--- src/include/cgm_pkg.sv ---
// package: register map, field layout and mode types of the clock mode slice
package cgm_pkg;

	localparam int ADDR_W = 4;
	// register byte addresses (no offsets printed; chosen locally)
	localparam logic [ADDR_W-1:0] ADDR_PLL_CTRL = 4'h0;
	localparam logic [ADDR_W-1:0] ADDR_CLK_CTRL = 4'h4;
	localparam logic [ADDR_W-1:0] ADDR_STATUS = 4'h8;

	// pll_loop_control fields
	localparam int LOSS_OF_LOCK_IRQ_ENABLE_BIT = 7;
	localparam int PLL_SELECT_BIT = 6;
	localparam int CME_BIT = 5;
	localparam int VCO_MULTIPLIER_LO = 0;
	localparam int VCO_MULTIPLIER_W = 4;
	localparam logic [7:0] PLL_CTRL_RST = 8'h00;
	localparam logic [7:0] PLL_CTRL_WMASK = 8'he0 | 8'h0f;

	// clock_control fields (own register)
	localparam int CLOCK_SOURCE_SELECT_LO = 6;
	localparam int REF_SELECT_BIT = 5;
	localparam int REF_DIVIDER_LO = 2;
	localparam int LP_BIT = 1;
	localparam int EXT_REF_OUTPUT_ENABLE_BIT = 0;
	localparam logic [7:0] CLK_CTRL_RST = 8'h20;

	// status fields
	localparam int LOST_LOCK_FLAG_BIT = 7;
	localparam int LOCK_BIT = 6;
	localparam int PLLST_BIT = 5;
	localparam int IREFST_BIT = 4;
	localparam int CLOCK_MODE_STATUS_LO = 2;

	localparam logic [1:0] CLOCK_SOURCE_SELECT_LOOP = 2'h0;
	localparam logic [1:0] CLOCK_SOURCE_SELECT_INT = 2'h1;
	localparam logic [1:0] CLOCK_SOURCE_SELECT_EXT = 2'h2;
	localparam logic [1:0] CLOCK_MODE_STATUS_PLL = 2'h3;
	localparam logic [2:0] REF_DIVIDER_NONE = 3'h0;

	localparam logic [3:0] VCO_MULTIPLIER_MAX_CODE = 4'ha;
	localparam logic [5:0] VCO_MULTIPLIER_STEP = 6'h04;
	localparam logic [5:0] MULT_MAX = 6'h28;
	localparam logic [10:0] FLL_FACTOR = 11'h400;

	localparam logic [1:0] HTRANS_NONSEQ = 2'h2;

	// divided reference windows, in millihertz so no bound is rounded
	localparam int FLL_REF_MIN_MILLIHZ = 31250000;
	localparam int FLL_REF_MAX_MILLIHZ = 39062500;
	localparam int PLL_REF_MIN_MILLIHZ = 1000000000;
	localparam int PLL_REF_MAX_MILLIHZ = 2000000000;

	// synchroniser depth for the status view
	localparam int SYNC_STAGES = 2;

	typedef enum logic [3:0] {
		CGM_FEI,
		CGM_FEE,
		CGM_FBI,
		CGM_FBE,
		CGM_PEE,
		CGM_PBE,
		CGM_BLPI,
		CGM_BYPASSED_LOW_POWER_EXTERNAL
	} cgm_mode_t;

	typedef struct packed {
		logic [1:0] clock_source_select;
		logic ref_select;
		logic pll_select;
		logic lp;
		logic debug_en;
	} cgm_req_t;

	typedef struct packed {
		logic fll_en;
		logic pll_en;
		logic fll_lowpower;
		logic pll_lowpower;
		logic debug_from_dco_half;
		logic [1:0] out_src;
	} cgm_ctl_t;

endpackage

--- src/hw/cgm_mode_dec.sv ---
// mode decoder: requested control bits to operating mode and loop enables
`timescale 1ns/1ps
`default_nettype none

module cgm_mode_dec (
	input wire cgm_pkg::cgm_req_t req_i,
	output cgm_pkg::cgm_mode_t mode_o,
	output cgm_pkg::cgm_ctl_t ctl_o
);

	wire ext_ok;
	wire lp_eff;
	cgm_pkg::cgm_mode_t mode_w;
	cgm_pkg::cgm_ctl_t ctl_w;

	// active debug forces a low-power request back to a bypassed mode
	assign lp_eff = req_i.lp & ~req_i.debug_en;
	assign ext_ok = ~req_i.ref_select;

	always_comb begin
		mode_w = cgm_pkg::CGM_FEI;
		if (req_i.clock_source_select == cgm_pkg::CLOCK_SOURCE_SELECT_LOOP) begin
			if (req_i.ref_select) begin
				mode_w = cgm_pkg::CGM_FEI;
			end else if (req_i.pll_select) begin
				mode_w = cgm_pkg::CGM_PEE;
			end else begin
				mode_w = cgm_pkg::CGM_FEE;
			end
		end else if (req_i.clock_source_select == cgm_pkg::CLOCK_SOURCE_SELECT_INT) begin
			if (lp_eff) begin
				mode_w = cgm_pkg::CGM_BLPI;
			end else begin
				mode_w = cgm_pkg::CGM_FBI;
			end
		end else if (ext_ok) begin
			if (lp_eff) begin
				mode_w = cgm_pkg::CGM_BYPASSED_LOW_POWER_EXTERNAL;
			end else if (req_i.pll_select) begin
				mode_w = cgm_pkg::CGM_PBE;
			end else begin
				mode_w = cgm_pkg::CGM_FBE;
			end
		end else begin
			// external bypass with internal reference: treat as internal
			mode_w = lp_eff ? cgm_pkg::CGM_BLPI : cgm_pkg::CGM_FBI;
		end
	end

	always_comb begin
		ctl_w = '0;
		// the unselected loop is off in every mode
		ctl_w.pll_en = req_i.pll_select;
		ctl_w.fll_en = ~req_i.pll_select;
		if (mode_w == cgm_pkg::CGM_BLPI || mode_w == cgm_pkg::CGM_BYPASSED_LOW_POWER_EXTERNAL) begin
			ctl_w.pll_en = 1'b0;
			ctl_w.fll_en = 1'b0;
		end
		ctl_w.pll_lowpower = ~ctl_w.pll_en;
		// pll modes keep the dco open loop only for debug
		ctl_w.debug_from_dco_half = req_i.pll_select & req_i.debug_en;
		ctl_w.fll_lowpower = ~ctl_w.fll_en & ~ctl_w.debug_from_dco_half;
		case (mode_w)
			cgm_pkg::CGM_FEI,
			cgm_pkg::CGM_FEE: ctl_w.out_src = cgm_pkg::CLOCK_SOURCE_SELECT_LOOP;
			cgm_pkg::CGM_PEE: ctl_w.out_src = cgm_pkg::CLOCK_MODE_STATUS_PLL;
			cgm_pkg::CGM_FBI,
			cgm_pkg::CGM_BLPI: ctl_w.out_src = cgm_pkg::CLOCK_SOURCE_SELECT_INT;
			default: ctl_w.out_src = cgm_pkg::CLOCK_SOURCE_SELECT_EXT;
		endcase
	end

	assign mode_o = mode_w;
	assign ctl_o = ctl_w;

endmodule

`default_nettype wire

--- src/hw/cgm_ctrl.sv ---
// top: ahb-lite register slice for clock mode, pll factor and monitors
`timescale 1ns/1ps
`default_nettype none

////////////////////////////////////////////////////////////////////////////
// Functional notes
// interrupt request when irq enable set and lost-lock flag set.
// pll_select clear disables PLL; set disables FLL, in all modes.
// monitor enabled: loss of external reference raises a reset request.
// software sets monitor only with external mode or ref output on.
// software keeps range selection fixed while monitor is enabled.
// multiplier codes 1 to 10 give factor four times the code.
// code 0 reserved; codes 11 to 15 act as factor 40.
// after reset the mode is FLL engaged internal.
// FLL modes lock to 1024 times the divided reference.
// FLL engaged external; divided reference 31.25 to 39.0625 kHz.
// FLL bypassed internal: output from internal reference, FLL runs.
// FLL bypassed external: output from external reference, FLL runs.
// PLL engaged external; divided reference 1 to 2 MHz.
// PLL engaged external output is PLL at multiplier times reference.
// PLL engaged, debug: debug clock is DIGITALLY_CONTROLLED_OSCILLATOR halved, else FLL low power.
// FLL modes: debug clock from FLL, PLL held in low power.
// FLL bypassed external tolerates reference above maximum briefly.
// lost-lock flag sticky; cleared by reset or writing one.
// mode status reports source after synchronisation.
// source hand-over keeps previous source while new clock unavailable.
module cgm_ctrl (
	input wire logic CLK_I,
	input wire logic RSTN_I,
	input wire logic HSEL_I,
	input wire logic [31:0] HADDR_I,
	input wire logic [1:0] HTRANS_I,
	input wire logic HWRITE_I,
	input wire logic [2:0] HSIZE_I,
	input wire logic [31:0] HWDATA_I,
	input wire logic HREADY_I,
	output logic [31:0] HRDATA_O,
	output logic HREADYOUT_O,
	output logic HRESP_O,
	input wire logic LOCK_LOST_I,
	input wire logic LOCKED_I,
	input wire logic EXT_CLK_LOST_I,
	input wire logic EXT_CLK_READY_I,
	input wire logic INT_CLK_READY_I,
	input wire logic DEBUG_EN_I,
	output logic LOL_IRQ_O,
	output logic CLK_MON_RESET_REQ_O,
	output logic FLL_EN_O,
	output logic PLL_EN_O,
	output logic FLL_LOWPOWER_O,
	output logic PLL_LOWPOWER_O,
	output logic DEBUG_CLK_DCO_HALF_O,
	output logic [1:0] OUT_SRC_SEL_O,
	output logic [2:0] REF_DIVIDER_O,
	output logic [5:0] PLL_MULT_O,
	output logic [10:0] FLL_MULT_O,
	output logic EXT_REF_OUTPUT_EN_O
);

	////////////////////////////////////////////////////////////////////////
	// reset release and input synchronisers

	logic [1:0] rst_sync_q;
	wire rst_n;

	// assert at once, release only after two clean edges
	always_ff @(posedge CLK_I or negedge RSTN_I) begin
		if (!RSTN_I) begin
			rst_sync_q <= 2'h0;
		end else begin
			rst_sync_q <= {rst_sync_q[0], 1'b1};
		end
	end
	assign rst_n = rst_sync_q[1];

	localparam int NSYNC = 6;
	wire [NSYNC-1:0] async_in;
	wire [NSYNC-1:0] sync_out;
	assign async_in = {DEBUG_EN_I, INT_CLK_READY_I, EXT_CLK_READY_I,
		EXT_CLK_LOST_I, LOCKED_I, LOCK_LOST_I};

	// status inputs come from the analog clock domains
	genvar gi;
	generate
		for (gi = 0; gi < NSYNC; gi++) begin : g_sync
			logic s1_q;
			logic s2_q;
			always_ff @(posedge CLK_I or negedge rst_n) begin
				if (!rst_n) begin
					s1_q <= 1'b0;
					s2_q <= 1'b0;
				end else begin
					s1_q <= async_in[gi];
					s2_q <= s1_q;
				end
			end
			// only the second stage leaves the synchroniser
			assign sync_out[gi] = s2_q;
		end
	endgenerate

	wire lock_lost_s;
	wire locked_s;
	wire ext_lost_s;
	wire ext_rdy_s;
	wire int_rdy_s;
	wire dbg_s;
	assign lock_lost_s = sync_out[0];
	assign locked_s = sync_out[1];
	assign ext_lost_s = sync_out[2];
	assign ext_rdy_s = sync_out[3];
	assign int_rdy_s = sync_out[4];
	assign dbg_s = sync_out[5];

	////////////////////////////////////////////////////////////////////////
	// ahb-lite slave: zero wait state, always OKAY

	logic wr_pend_q;
	logic rd_pend_q;
	logic [cgm_pkg::ADDR_W-1:0] addr_q;
	// only the low address bits decode; upper bits alias
	wire take;
	assign take = HSEL_I & HREADY_I & (HTRANS_I == cgm_pkg::HTRANS_NONSEQ);

	always_ff @(posedge CLK_I or negedge rst_n) begin
		if (!rst_n) begin
			wr_pend_q <= 1'b0;
			rd_pend_q <= 1'b0;
			addr_q <= '0;
		end else begin
			wr_pend_q <= take & HWRITE_I;
			rd_pend_q <= take & ~HWRITE_I;
			if (take) begin
				addr_q <= HADDR_I[cgm_pkg::ADDR_W-1:0];
			end
		end
	end

	// every register answers at once, so no wait state is ever needed
	assign HREADYOUT_O = 1'b1;
	assign HRESP_O = 1'b0;

	wire wr_pll;
	wire wr_clk;
	wire wr_sts;
	assign wr_pll = wr_pend_q & (addr_q == cgm_pkg::ADDR_PLL_CTRL);
	assign wr_clk = wr_pend_q & (addr_q == cgm_pkg::ADDR_CLK_CTRL);
	assign wr_sts = wr_pend_q & (addr_q == cgm_pkg::ADDR_STATUS);

	////////////////////////////////////////////////////////////////////////
	// control registers

	logic [7:0] pll_ctrl_q;
	logic [7:0] clk_ctrl_q;
	logic lost_lock_flag_q;

	// bit 4 of the pll register is not stored and reads zero
	always_ff @(posedge CLK_I or negedge rst_n) begin
		if (!rst_n) begin
			pll_ctrl_q <= cgm_pkg::PLL_CTRL_RST;
			clk_ctrl_q <= cgm_pkg::CLK_CTRL_RST;
		end else begin
			if (wr_pll) begin
				pll_ctrl_q <= HWDATA_I[7:0] & cgm_pkg::PLL_CTRL_WMASK;
			end
			if (wr_clk) begin
				clk_ctrl_q <= HWDATA_I[7:0];
			end
		end
	end

	// set wins over a write-one clear in the same cycle
	// clear needs the flag already set, so a stale write-one is harmless
	wire lost_lock_flag_clr;
	assign lost_lock_flag_clr = wr_sts & HWDATA_I[cgm_pkg::LOST_LOCK_FLAG_BIT] & lost_lock_flag_q;
	always_ff @(posedge CLK_I or negedge rst_n) begin
		if (!rst_n) begin
			lost_lock_flag_q <= 1'b0;
		end else if (lock_lost_s) begin
			lost_lock_flag_q <= 1'b1;
		end else if (lost_lock_flag_clr) begin
			lost_lock_flag_q <= 1'b0;
		end
	end

	// field views of the two control registers
	wire loss_of_lock_irq_enable;
	wire pll_select;
	wire clock_monitor_enable;
	wire [3:0] vco_multiplier;
	wire [1:0] clock_source_select;
	wire ref_select;
	wire [2:0] ref_divider;
	wire lp;
	wire ext_ref_output_enable;
	assign loss_of_lock_irq_enable = pll_ctrl_q[cgm_pkg::LOSS_OF_LOCK_IRQ_ENABLE_BIT];
	assign pll_select = pll_ctrl_q[cgm_pkg::PLL_SELECT_BIT];
	assign clock_monitor_enable = pll_ctrl_q[cgm_pkg::CME_BIT];
	assign vco_multiplier = pll_ctrl_q[cgm_pkg::VCO_MULTIPLIER_LO +: cgm_pkg::VCO_MULTIPLIER_W];
	assign clock_source_select = clk_ctrl_q[cgm_pkg::CLOCK_SOURCE_SELECT_LO +: 2];
	assign ref_select = clk_ctrl_q[cgm_pkg::REF_SELECT_BIT];
	assign ref_divider = clk_ctrl_q[cgm_pkg::REF_DIVIDER_LO +: 3];
	assign lp = clk_ctrl_q[cgm_pkg::LP_BIT];
	assign ext_ref_output_enable = clk_ctrl_q[cgm_pkg::EXT_REF_OUTPUT_ENABLE_BIT];

	////////////////////////////////////////////////////////////////////////
	// multiplication factors

	// reserved zero is passed as factor 0; codes above 10 saturate
	wire [5:0] mult_raw;
	wire [5:0] pll_mult;
	assign mult_raw = 6'(vco_multiplier) * cgm_pkg::VCO_MULTIPLIER_STEP;
	assign pll_mult = (vco_multiplier > cgm_pkg::VCO_MULTIPLIER_MAX_CODE) ?
		cgm_pkg::MULT_MAX : mult_raw;

	////////////////////////////////////////////////////////////////////////
	// mode decode and source hand-over

	cgm_pkg::cgm_req_t req;
	cgm_pkg::cgm_ctl_t ctl;

	assign req.clock_source_select = clock_source_select;
	assign req.ref_select = ref_select;
	assign req.pll_select = pll_select;
	assign req.lp = lp;
	assign req.debug_en = dbg_s;

	cgm_mode_dec u_dec (
		.req_i(req),
		.mode_o(),
		.ctl_o(ctl)
	);

	// a source switch only completes once the new clock is there
	wire src_avail;
	assign src_avail =
		(ctl.out_src == cgm_pkg::CLOCK_SOURCE_SELECT_INT) ? int_rdy_s :
		(ctl.out_src == cgm_pkg::CLOCK_SOURCE_SELECT_EXT) ? ext_rdy_s :
		(ctl.out_src == cgm_pkg::CLOCK_MODE_STATUS_PLL) ? locked_s :
		1'b1;

	logic [1:0] out_src_q;
	logic irefst_q;
	logic pllst_q;
	// reference status follows the select only once that reference runs
	wire ref_avail;
	assign ref_avail = ref_select ? int_rdy_s : ext_rdy_s;

	always_ff @(posedge CLK_I or negedge rst_n) begin
		if (!rst_n) begin
			out_src_q <= cgm_pkg::CLOCK_SOURCE_SELECT_LOOP;
			irefst_q <= 1'b1;
			pllst_q <= 1'b0;
		end else begin
			if (src_avail) begin
				out_src_q <= ctl.out_src;
			end
			if (ref_avail) begin
				irefst_q <= ref_select;
			end
			pllst_q <= pll_select;
		end
	end

	// status view lags the applied selection by the sync depth
	logic [cgm_pkg::SYNC_STAGES*4-1:0] st_pipe_q;
	always_ff @(posedge CLK_I or negedge rst_n) begin
		if (!rst_n) begin
			st_pipe_q <= {cgm_pkg::SYNC_STAGES{cgm_pkg::CLOCK_SOURCE_SELECT_LOOP, 1'b1,
				1'b0}};
		end else begin
			st_pipe_q <= {st_pipe_q[cgm_pkg::SYNC_STAGES*4-5:0],
				out_src_q, irefst_q, pllst_q};
		end
	end

	wire [3:0] st_view;
	assign st_view = st_pipe_q[cgm_pkg::SYNC_STAGES*4-1 -: 4];

	////////////////////////////////////////////////////////////////////////
	// read mux

	wire [7:0] status_rd;
	assign status_rd = {lost_lock_flag_q, locked_s, st_view[0], st_view[1],
		st_view[3:2], 2'h0};

	// unmapped offsets read zero; no bus error is raised
	wire [7:0] rd_sel;
	assign rd_sel =
		(addr_q == cgm_pkg::ADDR_PLL_CTRL) ? pll_ctrl_q :
		(addr_q == cgm_pkg::ADDR_CLK_CTRL) ? clk_ctrl_q :
		(addr_q == cgm_pkg::ADDR_STATUS) ? status_rd :
		8'h00;

	assign HRDATA_O = rd_pend_q ? {24'h000000, rd_sel} : 32'h00000000;

	////////////////////////////////////////////////////////////////////////
	// outputs

	logic irq_q;
	logic mon_q;
	logic [5:0] pll_mult_q;
	always_ff @(posedge CLK_I or negedge rst_n) begin
		if (!rst_n) begin
			irq_q <= 1'b0;
			mon_q <= 1'b0;
			pll_mult_q <= '0;
		end else begin
			irq_q <= loss_of_lock_irq_enable & lost_lock_flag_q;
			// monitor only meaningful with external use
			mon_q <= clock_monitor_enable & ext_lost_s;
			pll_mult_q <= pll_mult;
		end
	end

	// loop controls leave through flops, like the irq, monitor and pll factor outputs
	cgm_pkg::cgm_ctl_t ctl_q;
	always_ff @(posedge CLK_I or negedge rst_n) begin
		if (!rst_n) begin
			ctl_q <= '{fll_en: 1'b1, pll_en: 1'b0, fll_lowpower: 1'b0,
				pll_lowpower: 1'b1, debug_from_dco_half: 1'b0,
				out_src: cgm_pkg::CLOCK_SOURCE_SELECT_LOOP};
		end else begin
			ctl_q <= ctl;
		end
	end

	assign LOL_IRQ_O = irq_q;
	assign CLK_MON_RESET_REQ_O = mon_q;
	assign FLL_EN_O = ctl_q.fll_en;
	assign PLL_EN_O = ctl_q.pll_en;
	assign FLL_LOWPOWER_O = ctl_q.fll_lowpower;
	assign PLL_LOWPOWER_O = ctl_q.pll_lowpower;
	assign DEBUG_CLK_DCO_HALF_O = ctl_q.debug_from_dco_half;
	// the applied source, which lags the request until that clock runs
	assign OUT_SRC_SEL_O = out_src_q;
	// reference window checks are software's; no clamp here
	assign REF_DIVIDER_O = ref_divider;
	assign PLL_MULT_O = pll_mult_q;
	// fixed factor: only the divided reference moves the fll output
	assign FLL_MULT_O = cgm_pkg::FLL_FACTOR;
	assign EXT_REF_OUTPUT_EN_O = ext_ref_output_enable;

endmodule

`default_nettype wire

--- config.mk ---
export PLATFORM = sky130hd
export DESIGN_NAME = cgm_ctrl
export DESIGN_NICKNAME = d
export VERILOG_FILES = /design/src/include/cgm_pkg.sv /design/src/hw/cgm_mode_dec.sv /design/src/hw/cgm_ctrl.sv
export SDC_FILE = /design/constraint.sdc
export NUM_CORES = 1
export LEC_CHECK = 0
export ABC_AREA = 0
export BUFFER_PORTS_ARGS = -buffer_cell sky130_fd_sc_hd__clkbuf_2
export CAP_MARGIN = 20
export CORE_ASPECT_RATIO = 1.75
export CORE_MARGIN = 5
export CORE_UTILIZATION = 47
export DETAILED_ROUTE_END_ITERATION = 12
export PLACE_DENSITY = 0.95
export SKIP_LAST_GASP = 1
export SYNTH_ARGS = -nofsm -noshare
export SYNTH_HDL_FRONTEND = slang
export SYNTH_SLANG_ARGS = --single-unit
--- constraint.sdc ---
create_clock -name CLK_I -period 3.6 [get_ports CLK_I]
set_clock_uncertainty 0.05 [all_clocks]
set_input_delay 0.18 -clock CLK_I [delete_from_list [all_inputs] [get_ports CLK_I]]
set_output_delay 0.18 -clock CLK_I [all_outputs]
set_load 0.02 [all_outputs]
# Word-level counts from Yosys, hierarchy flattened
# Cells that the tools add are included.
word_totals:
  regBits: 61
  inputBits: 80
classes:
  n_lt_le_gt_ge: 1
  n_eq_ne: 12
  n_mux: 21
  bitwise_logic: 20
  reduce_logical: 7
ops:
  columns: ["op", "n"]
  rows:
  - ["2-to-1 mux 8 bit", 4]
  - ["2-to-1 mux 4 bit", 5]
  - ["equality test 4 x 3 -> 1 bit, second input constant", 4]
  - ["AND 1 bit", 14]
  - ["2-to-1 mux 3 bit", 3]
  - ["logical NOT 4 bit", 2]
  - ["equality test 2 bit, second input constant", 3]
  - ["2-to-1 mux 1 bit", 6]
  - ["2-to-1 mux 6 bit", 1]
  - ["NOT 1 bit", 6]
  - ["case mux 2 bit (3 select lines)", 1]
  - ["equality test 2 x 1 -> 1 bit, second input constant", 2]
  - ["equality test 4 x 1 -> 1 bit, second input constant", 1]
  - ["equality test 4 x 2 -> 1 bit, second input constant", 1]
  - ["equality test 4 bit, second input constant", 1]
  - ["greater-than comparator 4 bit, second input constant", 1]
  - ["OR reduction 2 bit", 2]
  - ["logical NOT 2 bit", 1]
  - ["2-to-1 mux 2 bit", 1]
  - ["nonzero test 2 bit", 1]
  - ["logical OR 1 bit", 1]

# Logic depth before layout (Yosys ltp)
logic_depth:
  word_depth: 13
  depth_mapped: 5
  ltp_nobuf: 3

# Cells and area by module
# From an unflattened synthesis, not the netlist that was laid out.
unflattened:
  cells_unflattened: 215
  area_unflattened_um2: 2556.2
modules_own_cells:
  columns: ["module", "n_inst", "cells_each", "area_each_um2", "seq_area_each_um2"]
  rows:
  - ["cgm_ctrl", 1, 191, 2424.8, 1483.9]
  - ["cgm_mode_dec", 1, 24, 131.4, 0.0]

# Worst setup path before layout
# OpenSTA, ideal clock, no wires.
synth_path:
  path_kind: "flip-flop to flip-flop"
  startpoint: "register addr_q[3] in the netlist's numbering"
  endpoint: "register pll_ctrl_q[0]"
  setup_ns: 0.125
  arrival_ns: 1.618
  path_slack_ns: 1.807
  stages_incl_launch_ff: 6
  synth_period_minus_slack_ns: 1.793
  cell_sequence: "dfrtp_1 -> buf_6 -> or3_1 -> clkbuf_2 -> nor3b_4 -> mux2_2"
synth_between:
  elab_chain_cells: 2
synth_lines:
  columns: ["item", "line", "text"]
  rows:
  - ["start: declaration", "cgm_ctrl.sv:120", "logic [cgm_pkg::ADDR_W-1:0] addr_q;"]
  - ["start signal: assignment", "cgm_ctrl.sv:134", "addr_q <= HADDR_I[cgm_pkg::ADDR_W-1:0];"]
  - ["logical NOT 4 bit", "cgm_ctrl.sv:146", "assign wr_pll = wr_pend_q & (addr_q == cgm_pkg::ADDR_PLL_CTRL);"]
  - ["AND 1 bit", "cgm_ctrl.sv:146", null]
  - ["end signal: assignment", "cgm_ctrl.sv:160", "pll_ctrl_q <= cgm_pkg::PLL_CTRL_RST;"]
  - ["end signal: assignment", "cgm_ctrl.sv:164", "pll_ctrl_q <= HWDATA_I[7:0] & cgm_pkg::PLL_CTRL_WMASK;"]
  - ["end: declaration", "cgm_ctrl.sv:153", "logic [7:0] pll_ctrl_q;"]
# No other way between the ends.
# A chain may end at the register's enable or synchronous reset.

# Worst setup path after layout
layout_path:
  startpoint: "register addr_q[2] in the netlist's numbering"
  endpoint: "output port HRDATA_O[4]"
layout_between:
  elab_chain_cells: 5
  elab_cells_between_ends: 7
  classes_between: "2 x eq/ne; 4 x mux; 1 x reduce/logical"
layout_lines:
  columns: ["item", "line", "text"]
  rows:
  - ["equality test 4 bit", "cgm_ctrl.sv:292", "(addr_q == cgm_pkg::ADDR_STATUS) ? status_rd :"]
  - ["2-to-1 mux 8 bit", "cgm_ctrl.sv:292", null]
  - ["2-to-1 mux 8 bit", "cgm_ctrl.sv:291", "(addr_q == cgm_pkg::ADDR_CLK_CTRL) ? clk_ctrl_q :"]
  - ["2-to-1 mux 8 bit *", "cgm_ctrl.sv:290", "(addr_q == cgm_pkg::ADDR_PLL_CTRL) ? pll_ctrl_q :"]
  - ["2-to-1 mux 8 bit *", "cgm_ctrl.sv:295", "assign HRDATA_O = rd_pend_q ? {24'h000000, rd_sel} : 32'h00000000;"]
  - ["end: declaration", "cgm_ctrl.sv:37", "output logic [31:0] HRDATA_O,"]
# Mark *: on every way between the ends. The rest lies on a longest branch, timed or not.

==> run_results.csv <==
group,metric,value,unit
run_status,status,"finished, final reports clean",
yosys,synth_top_area_share,52.4,%
route,drt_pass1_iterations,4,
yosys,ys_ff_latch,59,
global_route,grt_max_degree,46,
cts,cts_buffer_depth,2,
cts,cts_tree,"done",
worst_hold_path,hold_class,"in -> reg",
yosys,synth_area,2530,um^2
worst_hold_path,worst_hold_path.endpoint,"addr_q[3]",
worst_setup_path,path_buf_inv,1,
yosys,synth_warnings,0,
worst_setup_path,path_cells,"nor4b_1 > a22oi_1 > nor2_1 > clkbuf_2",
yosys,yosys-top-cells-count,"dfrtp_1, buf_4, mux2_2",
yosys,netlist_instances,201,
route,drt_iter0_markers,64,
floorplan,die_area,7010,um^2
cts,root_buffer,"clkbuf_8",
timing,min_period,2.19,ns
power_and_ir_drop,vdd_drop_max,0.241,mV
route,viasPerCell,4.87,
power_and_ir_drop,p_leak,1.44,nW
cts,htreeDepth,3,
cells_and_area,layout.nets,340,
route,ant_nets,0,
floorplan,fp.dieW,65.5,um
floorplan,io_pins,144,
worst_setup_path,cp_top_family,"simple AND/OR/NAND/NOR gates",
route,finalWirelength,4740,um
route,dr_total_vias,1559,
cells_and_area,diodes,0,
timing,relSlewSlack,39.3,%
timing,hold_violations,0,
floorplan,die_h,107,um
timing,final_max_slew_viol_count,0,
floorplan,rows,35,
cts,cts_hold_buf,8,
worst_setup_path,end_kind,"primary output",
yosys,synth_compound_area_share,6.13,%
cts,insertion_delay,0.33,ns
worst_setup_path,critPathMaxStageDelay,0.63,ns
timing,whs,0.0365,ns
timing,rsz0062_at_grt,"false",
yosys,yosysMostFrequentCell,"dfrtp_1",
worst_setup_path,criticalPathCategory,"reg -> out",
global_route,gr-total-overflow,0,
timing,setup_tns,0,ns
cts,clock-sinks,59,
cts,post_cts_buffers,0,
yosys,ys_async_sr_fraction,100,%
cts,clk_pin_slew,0.06,ns
route,drc,0,
yosys,synth_mux_area_share,9.64,%
yosys,synthXorXnorAreaFrac,0,%
worst_hold_path,holdCritStartpoint,"HADDR_I[3]",
placed_design,io_buffer_count,49,
yosys,yosysSeqAreaShare,58.6,%
cells_and_area,final_layout_size_suffix_gt1_share,37.0,%
worst_setup_path,critPathSlowestCell,"dfrtp_1",
yosys,synth_top_family_by_area,"buffers and inverters",
timing,worst_slew_pin_slew,0.910,ns
floorplan,start_util,48.2,%
global_route,grt_pass1_wl,7310,um
timing,period_share,60.8,%
yosys,synth_top_area_cell,"dfrtp_1",
global_route,antenna_found_initial,0,
worst_setup_path,rr_startpoint,"addr_q[3]",
worst_setup_path,worst_ep_required_time,3.37,ns
timing,setup_violations,0,
global_route,grt_pass1_vias,1547,
timing,fmax,457,MHz
yosys,synth_fa_ha_area_share,0,%
route,wire_per_inst,14.8,um
yosys,ys_types,35,
worst_setup_path,reg2reg_to,"pll_ctrl_q[3]",
worst_hold_path,whs_path_depth,2,
global_route,gr-usage-all-layers,14.4,%
yosys,synth_area_leaders,"dfrtp_1, buf_4, mux2_2",
power_and_ir_drop,p_per_area,539,nW/um^2
worst_setup_path,reg2reg_slack,1.57,ns
placed_design,hpwl,3540,um
worst_setup_path,cp_max_fo,22,
cts,cts_resized,0,
yosys,synth_flop_cell,"dfrtp_1",
flow_run,cap_violations,0,
yosys,synth-simple-area-share,11.2,%
worst_setup_path,cp.arrival,1.96,ns
worst_setup_path,rr_worst_depth,3,
cells_and_area,syn_to_final_growth,14.3,%
cts,numCtsBuffers,9,
worst_setup_path,cp-start-kind,"register",
yosys,syn_avg_cell_area,12.6,um^2
yosys,synth_edf_count,0,
floorplan,core,5260,um^2
placed_design,gp_congestion,0.864,
-- sequential cells by signal (all words and copies together), names as in the netlist, 2 cells and up --
register,count
OUT_SRC_SEL_O,2
clk_ctrl_q,8
pll_ctrl_q,7
rst_sync_q,2
g_sync.s2_q,3
g_sync.s1_q,6
addr_q,4
PLL_MULT_O,4
st_pipe_q,8
-- area by class of cell --
class,count,area (um^2)
Clock buffer,13,149
Clock inverter,3,15.0
Fill cell,435,2360
Inverter,3,11.3
Multi-Input combinational cell,129,832
Sequential cell,59,1490
Tap cell,55,68.8
Timing Repair Buffer,58,333
-- per-layer routing --
metal	GRT usage, %	routed length (um)
met4	9.50	173
met1	14.1	1590
met3	6.29	460
met5	0	0
met2	23.9	2520
-- worst max path at each step --
| stage | start | end | slack, ns | cells past startpoint |
|---|---|---|---|---|
| after floorplan | rst_sync_q[1] | CLK_MON_RESET_REQ_O | 1.80 | 0 |
| after global placement | addr_q[3] | pll_ctrl_q[0] | 1.65 | 3 |
| after detailed placement | addr_q[3] | pll_ctrl_q[0] | 1.63 | 3 |
| after CTS | addr_q[2] | HRDATA_O[4] | 1.39 | 4 |
| after global routing | addr_q[2] | HRDATA_O[4] | 1.26 | 4 |
| final | addr_q[2] | HRDATA_O[4] | 1.41 | 4 |
-- stage by stage --
step / util [%] / setup slack (ns) / instance area, um^2 / power, mW / instances
3_5_place_dp: 50.4 / 1.63 / 2650 / 1.07 / 296
4_1_cts: 55.1 / 1.39 / 2890 / 1.57 / 320
2_1_floorplan: - / 1.80 / 2670 / 1.03 / 239
6_report: 55.1 / 1.41 / 2890 / 1.56 / 320
5_1_grt: 55.1 / 1.26 / 2890 / 1.64 / 320
3_3_place_gp: 50.4 / 1.65 / 2650 / 1.05 / 296
-- logic make-up after synthesis --
group,count (synthesis)
other cells,2
flops,59
mux,22
buf+inv,51
compound gates,22
simple gates,45
-- placed cells by master, fill, tap and decap left out --
cell type | Yosys | layout
nor3b_1 | 1 | 1
dlygate4sd3_1 | 0 | 8
mux2_2 | 19 | 19
nor3_1 | 3 | 3
clkbuf_2 | 1 | 49
dfrtp_2 | 0 | 1
dfstp_2 | 6 | 6
a211oi_1 | 1 | 1
nor4b_1 | 1 | 1
a31oi_1 | 1 | 1
nor2b_1 | 2 | 2
nand3_1 | 3 | 3
clkbuf_1 | 4 | 3
and2_1 | 5 | 5
conb_1 | 2 | 40
nor2_1 | 6 | 6
o21ai_0 | 4 | 4
nand2_1 | 3 | 3
nor3b_4 | 1 | 1
nand4b_1 | 1 | 1
or4b_2 | 1 | 1
clkinv_2 | 0 | 3
dfrtp_1 | 53 | 52
a21oi_1 | 7 | 7
o31ai_1 | 1 | 1
buf_4 | 42 | 1
a21o_1 | 2 | 2
inv_1 | 3 | 3
clkbuf_8 | 0 | 10
nand2b_1 | 12 | 12
a22oi_1 | 1 | 1
or3b_2 | 1 | 1
or2_2 | 1 | 1
nand3b_1 | 1 | 1
mux2i_1 | 3 | 3
o311a_2 | 5 | 5
or4bb_1 | 1 | 1
or3_1 | 2 | 2
-- power breakdown --
group          total, mW  internal (mW)  switching [mW]
Sequential         0.833          0.751          0.0824
Combinational      0.229         0.0939           0.135
Clock              0.496          0.265           0.231
Total               1.56           1.11           0.449
-- worst reg2reg max path, cell delays in order, from the launching register on --
cell and delay [ns]:
dfrtp_1 0.47, or3_1 0.50, nor3b_4 0.49, mux2_2 0.40
No activity file was read; power rests on OpenSTA's default activity.
